==> src/rtl/dac_ctrl_params.svh <==
// Purpose: Constants for the toggle, monitor and thermal control block
// Assumes: Word decode arrives already parallel from the serial front end
// Notes: Bit positions refer to the 14-bit special control register
//
// How it works
// [RULE1] Monitor mode turns the last channel pin into the shared monitor.
// [RULE2] Host enables the monitor before sending any routing selection.
// [RULE3] Monitor selection 63 floats the monitor pin, routes nothing.
// [RULE4] Select bits 00, address 001100 write the control register.
// [RULE5] Five control bits each enable toggling for eight channels.
// [RULE6] Every one of the 40 channels has an A and a B register.
// [RULE7] B writes land only while that channel's group toggles.
// [RULE8] Host order: enable groups, load A, load B, then strobe.
// [RULE9] First strobe after enabling drives outputs from A.
// [RULE10] Later strobes alternate A and B on toggling channels.
// [RULE11] After toggle disable, next strobe loads A contents.
// [RULE12] Thermal protection only works while its enable bit is set.
// [RULE13] Overheat with protection on powers all amplifiers down.
// [RULE14] Amplifiers stay off until soft power-up when cool, or disable.
// [RULE15] Power-on reset loads defaults, outputs sit at zero volts.
// [RULE16] Hardware reset acts like power-on reset; host applies it late.
// [RULE17] Toggling need not work during burst auto-increment writes.
// [RULE18] Selecting an existing channel routes exactly that one.
`ifndef DAC_CTRL_PARAMS_SVH
`define DAC_CTRL_PARAMS_SVH

// ----------------------------------------------------------------
// Register decode
// ----------------------------------------------------------------
`define REGSEL_CTRL 2'h0
`define REGSEL_DATA 2'h3
`define CTRL_ADDR 6'h0c
`define MONSEL_ADDR 6'h0d
`define MON_TRISTATE 6'h3f

// ----------------------------------------------------------------
// Control register fields and reset value
// ----------------------------------------------------------------
`define CTRL_RESET 14'h0000
`define TOG_LO_BIT 2
`define TOG_HI_BIT 6
`define TPE_BIT 8
`define MONEN_BIT 10

// ----------------------------------------------------------------
// Sizes
// ----------------------------------------------------------------
`define NUM_CH 40
`define CODE_W 14
`define NUM_GRP 5

`endif

==> src/rtl/dac_ctrl_pkg.sv <==
// Purpose: Shared types for the control block
// Assumes: Params header supplies the sizes
// Notes: None
`include "dac_ctrl_params.svh"
package dac_ctrl_pkg;
    typedef logic [`CODE_W-1:0] code_t;
    typedef logic [5:0] chan_t;
    typedef logic [1:0] regsel_t;
    typedef logic [`NUM_GRP-1:0] grp_t;
endpackage

==> src/rtl/mem_if.sv <==
// Purpose: Carrier between the controller and a register memory
// Assumes: One write port, one registered read port
// Notes: None
interface mem_if #(parameter int W = 14, parameter int AW = 6);
    logic we;
    logic [AW-1:0] waddr;
    logic [W-1:0] wdata;
    logic [AW-1:0] raddr;
    logic [W-1:0] rdata;
    modport ctrl(output we, output waddr, output wdata, output raddr,
                 input rdata);
    modport mem(input we, input waddr, input wdata, input raddr,
                output rdata);
endinterface

==> src/rtl/dac_reg_mem.sv <==
// Purpose: One bank of per-channel data registers
// Assumes: Addresses beyond depth are never written
// Notes: Cleared on reset so outputs start at code zero
module dac_reg_mem #(
    parameter int W = 14,
    parameter int D = 40
) (
    input wire logic mclk, // System clock
    input wire logic nrst, // Async reset, active low
    mem_if.mem bus         // Write and read port
);
    logic [W-1:0] store_q [D];

    always_ff @(posedge mclk or negedge nrst) begin
        if (!nrst) begin
            for (int i = 0; i < D; i++) begin
                store_q[i] <= '0; // RULE15
            end
        end else if (bus.we) begin
            store_q[bus.waddr] <= bus.wdata;
        end
    end

    always_ff @(posedge mclk or negedge nrst) begin
        if (!nrst) begin
            bus.rdata <= '0;
        end else begin
            bus.rdata <= store_q[bus.raddr];
        end
    end
endmodule

==> src/rtl/dac_toggle_monitor_ctrl.sv <==
// Purpose: Toggle mode, channel monitor routing and thermal shutdown
// Assumes: Write strobes come from same-clock interface logic
// Notes: Strobe and overheat pins are synchronised before use
`include "dac_ctrl_params.svh"
module dac_toggle_monitor_ctrl (
    input wire logic mclk,                       // 250 MHz clock
    input wire logic nrst,                       // Async reset, low
    input wire logic wrValid,                    // Decoded write pulse
    input wire dac_ctrl_pkg::regsel_t wrRegSel,  // Register select bits
    input wire dac_ctrl_pkg::chan_t wrAddr,      // Channel address field
    input wire dac_ctrl_pkg::code_t wrData,      // Data word
    input wire logic wrSelB,                     // Data write targets B
    input wire logic burstMode,                  // Auto-increment active
    input wire logic softPowerUp,                // Soft power-up pulse
    input wire logic loadStrobeN,                // Load strobe pin, low
    input wire logic overTemp,                   // Overheat pin, high
    output logic [`NUM_CH*`CODE_W-1:0] dacCode_q, // Channel codes
    output logic ampOn_q,                        // Amplifiers powered
    output logic lastChIsMonitor_q,              // Last pin is monitor
    output dac_ctrl_pkg::chan_t monitorSel_q,    // Routed channel
    output logic monitorOe_q,                    // Monitor pin driven
    output dac_ctrl_pkg::code_t ctrlReg_q,       // Control readback
    output logic outputsValid_q                  // A or B data write seen
);
    import dac_ctrl_pkg::*;

    // ----------------------------------------------------------------
    // Pin synchronisers
    // ----------------------------------------------------------------
    logic ld1_q, ld2_q, ld3_q;
    logic ot1_q, ot2_q;

    always_ff @(posedge mclk or negedge nrst) begin
        if (!nrst) begin
            {ld1_q, ld2_q, ld3_q} <= 3'h7;
            {ot1_q, ot2_q} <= 2'h0;
        end else begin
            {ld1_q, ld2_q, ld3_q} <= {loadStrobeN, ld1_q, ld2_q};
            {ot1_q, ot2_q} <= {overTemp, ot1_q};
        end
    end

    wire strobeFall = ld3_q & ~ld2_q;

    // ----------------------------------------------------------------
    // Write decode
    // ----------------------------------------------------------------
    wire grp_t togEn = ctrlReg_q[`TOG_HI_BIT:`TOG_LO_BIT]; // RULE5
    wire tpe = ctrlReg_q[`TPE_BIT];
    wire ctrlSel = wrValid && wrRegSel == `REGSEL_CTRL;
    wire ctrlWrite = ctrlSel && wrAddr == `CTRL_ADDR; // RULE4
    wire dataWrite = wrValid && wrRegSel == `REGSEL_DATA &&
                     wrAddr < 6'(`NUM_CH);
    // Burst writes never reach B so toggling is unsupported there
    wire bWrite = dataWrite && wrSelB && togEn[wrAddr[5:3]] &&
                  !burstMode; // RULE7 RULE17
    wire aWrite = dataWrite && !wrSelB;
    wire code_t ctrl_d = ctrlWrite ? wrData : ctrlReg_q;
    wire monEn_d = ctrl_d[`MONEN_BIT];
    // Selections sent before the monitor is enabled are dropped
    wire monWrite = ctrlSel && wrAddr == `MONSEL_ADDR &&
                    ctrlReg_q[`MONEN_BIT]; // RULE2
    wire chan_t monSel_d = monWrite ? wrData[5:0] : monitorSel_q; // RULE18

    always_ff @(posedge mclk or negedge nrst) begin
        if (!nrst) begin
            ctrlReg_q <= `CTRL_RESET; // RULE15 RULE16
            monitorSel_q <= `MON_TRISTATE;
            monitorOe_q <= 1'b0;
            lastChIsMonitor_q <= 1'b0;
            outputsValid_q <= 1'b0;
        end else begin
            ctrlReg_q <= ctrl_d;
            monitorSel_q <= monSel_d;
            monitorOe_q <= monEn_d && monSel_d != `MON_TRISTATE; // RULE3
            lastChIsMonitor_q <= monEn_d; // RULE1
            outputsValid_q <= outputsValid_q | dataWrite;
        end
    end

    // ----------------------------------------------------------------
    // A and B banks
    // ----------------------------------------------------------------
    mem_if #(.W(`CODE_W), .AW(6)) memA ();
    mem_if #(.W(`CODE_W), .AW(6)) memB ();

    dac_reg_mem #(.W(`CODE_W), .D(`NUM_CH)) bankA (
        .mclk(mclk),
        .nrst(nrst),
        .bus(memA)
    ); // RULE6
    dac_reg_mem #(.W(`CODE_W), .D(`NUM_CH)) bankB (
        .mclk(mclk),
        .nrst(nrst),
        .bus(memB)
    );

    logic [5:0] idx_q, wrIdx_q;
    logic running_q, wrGo_q, pend_q;
    grp_t phase_q, useB_q;

    assign memA.we = aWrite;
    assign memA.waddr = wrAddr;
    assign memA.wdata = wrData;
    assign memA.raddr = idx_q;
    assign memB.we = bWrite;
    assign memB.waddr = wrAddr;
    assign memB.wdata = wrData;
    assign memB.raddr = idx_q;

    // ----------------------------------------------------------------
    // Load strobe scan
    // ----------------------------------------------------------------
    // Outputs update over 40 cycles; a strobe during a scan is queued
    wire startScan = (strobeFall | pend_q) & ~running_q;
    wire lastIdx = idx_q == 6'(`NUM_CH - 1);
    // Phase set means the next strobe shows B
    wire grp_t phase_d = startScan ? (togEn & ~phase_q)
                                   : (phase_q & togEn); // RULE10 RULE9
    wire code_t outCode = useB_q[wrIdx_q[5:3]] ? memB.rdata
                                               : memA.rdata; // RULE11

    always_ff @(posedge mclk or negedge nrst) begin
        if (!nrst) begin
            phase_q <= '0;
            useB_q <= '0;
            pend_q <= 1'b0;
            running_q <= 1'b0;
            idx_q <= '0;
        end else begin
            phase_q <= phase_d;
            pend_q <= (strobeFall & running_q) | (pend_q & ~startScan);
            if (startScan) begin
                useB_q <= togEn & phase_q;
                running_q <= 1'b1;
                idx_q <= '0;
            end else if (running_q) begin
                running_q <= !lastIdx;
                idx_q <= lastIdx ? 6'h00 : idx_q + 6'h01;
            end
        end
    end

    always_ff @(posedge mclk or negedge nrst) begin
        if (!nrst) begin
            wrGo_q <= 1'b0;
            wrIdx_q <= '0;
        end else begin
            wrGo_q <= running_q;
            wrIdx_q <= idx_q;
        end
    end

    always_ff @(posedge mclk or negedge nrst) begin
        if (!nrst) begin
            dacCode_q <= '0; // RULE15
        end else if (wrGo_q) begin
            dacCode_q[wrIdx_q*`CODE_W +: `CODE_W] <= outCode;
        end
    end

    // ----------------------------------------------------------------
    // Thermal shutdown
    // ----------------------------------------------------------------
    // Overheat wins over a simultaneous soft power-up
    always_ff @(posedge mclk or negedge nrst) begin
        if (!nrst) begin
            ampOn_q <= 1'b1;
        end else begin
            ampOn_q <= !tpe || (!ot2_q && // RULE12 RULE13
                       (ampOn_q || softPowerUp)); // RULE14
        end
    end
endmodule

==> config.mk <==
export PLATFORM = sky130hd
export DESIGN_NAME = dac_toggle_monitor_ctrl
export DESIGN_NICKNAME = d
export VERILOG_FILES = /design/src/rtl/dac_ctrl_pkg.sv /design/src/rtl/mem_if.sv /design/src/rtl/dac_reg_mem.sv /design/src/rtl/dac_toggle_monitor_ctrl.sv
export VERILOG_INCLUDE_DIRS = /design/src /design/src/rtl
export SDC_FILE = /design/constraint.sdc
export NUM_CORES = 2
export LEC_CHECK = 0
export BUFFER_PORTS_ARGS = -buffer_cell sky130_fd_sc_hd__buf_2
export CORE_MARGIN = 5
export CORE_UTILIZATION = 55
export CTS_BUF_LIST = sky130_fd_sc_hd__clkbuf_16
export DETAILED_ROUTE_END_ITERATION = 8
export PLACE_DENSITY = 0.83
export SLEW_MARGIN = 10
export SYNTH_ARGS = -nofsm -noshare
export SYNTH_HDL_FRONTEND = slang
export SYNTH_HIERARCHICAL = 1
export SYNTH_SLANG_ARGS = --single-unit
==> constraint.sdc <==
create_clock -name mclk -period 4.43 [get_ports mclk]
set_clock_uncertainty 0.05 [all_clocks]
set_input_delay 0.6645 -clock mclk [delete_from_list [all_inputs] [get_ports mclk]]
set_output_delay 0.6645 -clock mclk [all_outputs]
set_load 0.03 [all_outputs]
==> impl_metrics.toml <==
[worst_setup_path]
path_class = "flip-flop to flip-flop"
rr_worst_depth = 12
crit_path_top_delay_cell = "o32ai_1"
reg2reg_slack_ns = 0.07
cp-start-kind = "flip-flop"
crit_fanout = 10
cpPeakStageDelay_ns = 0.68
timing.rr.start = "wrIdx_q[2]$_DFF_PN0_"
r2r-end = "dacCode_q[328]$_DFFE_PN0P_"
cp_data_arrival_time_ns = 5.05
crit_required_ns = 5.12
path_cells = "fa_1 > ha_2 > fa_1 > or4_4 > buf_12 > and2_1 > nor2_1 > buf_4 > nand3_1 > o32ai_1 > buf_4 > mux2_2"
cp-end-kind = "flip-flop"

[logic_synthesis]
synth_top_family_by_area = "multiplexers"
synth_top_cell_by_area = "dfrtp_1"
synth.distinct_cells = 91
asyncSetResetFlopFracSynth = 1.00
synthAdderAreaFrac = 0.00325
synthCells = 5532
synth.area.top_cells = "dfrtp_1 (55%), mux2_2 (24%), mux4_2 (6.5%), mux2i_1 (2.1%), nand2_1 (1.4%)"
avgSynthCellArea_um2 = 14.3
syn_area_mm2 = 0.0793
synth-compound-area-share = 0.0455
synth_xor_area_frac = 0.00218
synth_seq_area_share = 0.556
synthFlopType = "dfrtp_1"
synth-simple-area-share = 0.0451
synth.area.mux_share = 0.324
syn-num-nets = 5579
yosysMostFrequentCell = "dfrtp_1"
yosysWarnings = 6
synthTopCellsByCount = "dfrtp_1 (1751), mux2_2 (1682), nand2_1 (305), mux4_2 (228), nor2_1 (221)"
synth-seq-cells = 1761
synth_top_area_frac = 0.553
synth-edff-count = 0

[die]
core_area_mm2 = 0.143
die_w_um = 390
die_area_mm2 = 0.152
start_util = 0.552
pin_count = 614
die_y_um = 390
num_rows = 139

[clock_tree]
cts_max_path_buffers = 3
cts_tree = "done"
clock-root-buffer = "clkbuf_16"
cts.sinks = 1761
htreeDepth = 4
numCtsBuffers = 178
clkLatencyLatePin_ns = 0.82
clk_pin_slew_worst_paths_ns = 0.06

[sta]
hold_viol = 0
worst-slew-pin-transition_ns = 1.20
finalSetupTns_ns = 0
slew_headroom = 0.200
timing.hold.ws_ns = 0.0687
maxSlewViolCount = 0
max_freq_mhz = 229
rsz0062_at_grt = "yes"
setup_viol = 0
fin_crit_sh = 0.984
fin_ws_ns = 0.0702
min_period_ns = 4.36

[hold_path]
whs_path_depth = 3
hold_path_class = "input pin to flip-flop"
worstHoldStart = "softPowerUp"
min_to = "ampOn_q$_DFF_PN1_"

[global_routing]
grt_pass1_wl_mm = 379
grt_pass1_vias = 57000
grt_antenna_before_repair = 3
grt_max_degree = 116
grt_overflow = 0
grtUsageTotal = 0.332

[place]
place_ws_ns = -0.276
dpl_cell_area_mm2 = 0.0873
hpwlAfterDp_mm = 176
place_congestion = 1.03
io_buffer_count = 613

[final_layout]
fin_area_mm2 = 0.0933
final_nets = 6434
drive_gt1_frac = 0.522
syn2layout_area_growth_pct = 17.7

[routing]
dr_total_vias = 54200
vias_per_cell = 6.42
drt.antenna.violating_nets = 0
drtIter0Drc = 4475
drcViolationCount = 0
drt-pass1-iter-count = 8
drt-total-wl_mm = 254
wl_per_cell_um = 30.1

[flow_run]
drv_cap = 0

[run_status]
status = "finished, final reports clean"
## worst max-delay path, delay by kind of cell, from the launching register on
family	cells	cell delay, ns
AO/OA/AOI/OAI	1	0.68
adder cells (fa/ha/maj)	3	1.21
multiplexers	1	0.17
buffers and inverters	3	0.70
AND/OR/NAND/NOR	4	1.08
flip-flops	1	0.41
## registers in the layout (all words and copies together) (netlist names), 5 cells and up
signal and count:
bankA/store_q 560, bankB/store_q 560, dacCode_q 560, bankA/bus.rdata 14, bankB/bus.rdata 14, ctrlReg_q 13
idx_q 6, monitorSel_q 6, wrIdx_q 6, phase_q 5, useB_q 5
## stage by stage
step | util | std cells
final | 0.650 | 8442
after global placement | 0.608 | 8102
after detailed placement | 0.608 | 8102
after CTS | 0.648 | 8436
after global routing | 0.650 | 8439
after floorplan | - | 5532
## cell type report
| cell class | count | area [µm²] |
|---|---|---|
| Multi-Input combinational cell | 3369 | 33900 |
| Fill cell | 9948 | 50200 |
| Sequential cell | 1761 | 44100 |
| Antenna cell | 3 | 7.51 |
| Timing Repair Buffer | 1068 | 7320 |
| Clock buffer | 178 | 4450 |
| Tap cell | 1903 | 2380 |
| Clock inverter | 151 | 1110 |
| Inverter | 9 | 35.0 |
## timing repair
action	in CTS	in global routing
endpoints found under the setup margin	169	450
hold buffers	3	0
hold endpoints to repair	73	0
pin swaps	1	13
resized for setup	24	70
setup buffers	2	2
## cell usage in the layout, fill, tap and decap left out, drive strengths merged, types with 11 or more instances in the layout
cell type,n
dfrtp,1751
mux2,1683
buf,1065
nand2,306
nor2,239
mux4,228
clkbuf,178
mux2i,163
clkinv,85
o21ai,75
a211oi,67
nand3,64
a22o,63
o22ai,62
inv,62
o221ai,61
o32ai,44
nor3,37
a21oi,35
and2,22
nor2b,19
or2,15
nand4,14
xnor2,13
ha,11
a31oi,11
## cells by family (layout without fill, tap and decap cells)
logic type                 after synthesis  count (layout)
buffers and inverters                  402            1406
xor gates and xnor gates                18              18
other                                    0               3
AOI/OAI and AO/OA                      483             483
adders and majority gates               17              17
DFF                                   1761            1761
muxes                                 2074            2074
and+or+nand+nor                        777             777
## metal layers
layer	routed length, µm	up-vias	part of all wire	GRT usage
met5	13	-	0.000051	0
met1	93400	28500	0.37	0.418
met2	120000	2791	0.47	0.531
li1	-	22200	-	-
met4	18500	2	0.073	0.195
met3	21900	794	0.086	0.0742
## worst max-delay path by stage
stage	start	end	cells after the start
after floorplan	wrIdx_q[0]$_DFF_PN0_	dacCode_q[10]$_DFFE_PN0P_	16
after global placement	wrIdx_q[0]$_DFF_PN0_	dacCode_q[71]$_DFFE_PN0P_	15
after detailed placement	wrIdx_q[0]$_DFF_PN0_	dacCode_q[199]$_DFFE_PN0P_	15
after CTS	wrIdx_q[0]$_DFF_PN0_	dacCode_q[404]$_DFFE_PN0P_	14
after global routing	wrIdx_q[2]$_DFF_PN0_	dacCode_q[106]$_DFFE_PN0P_	14
final	wrIdx_q[2]$_DFF_PN0_	dacCode_q[328]$_DFFE_PN0P_	12
Power is not shown: default switching activity piles up to over one toggle a cycle in this logic, so the estimate is an artifact.
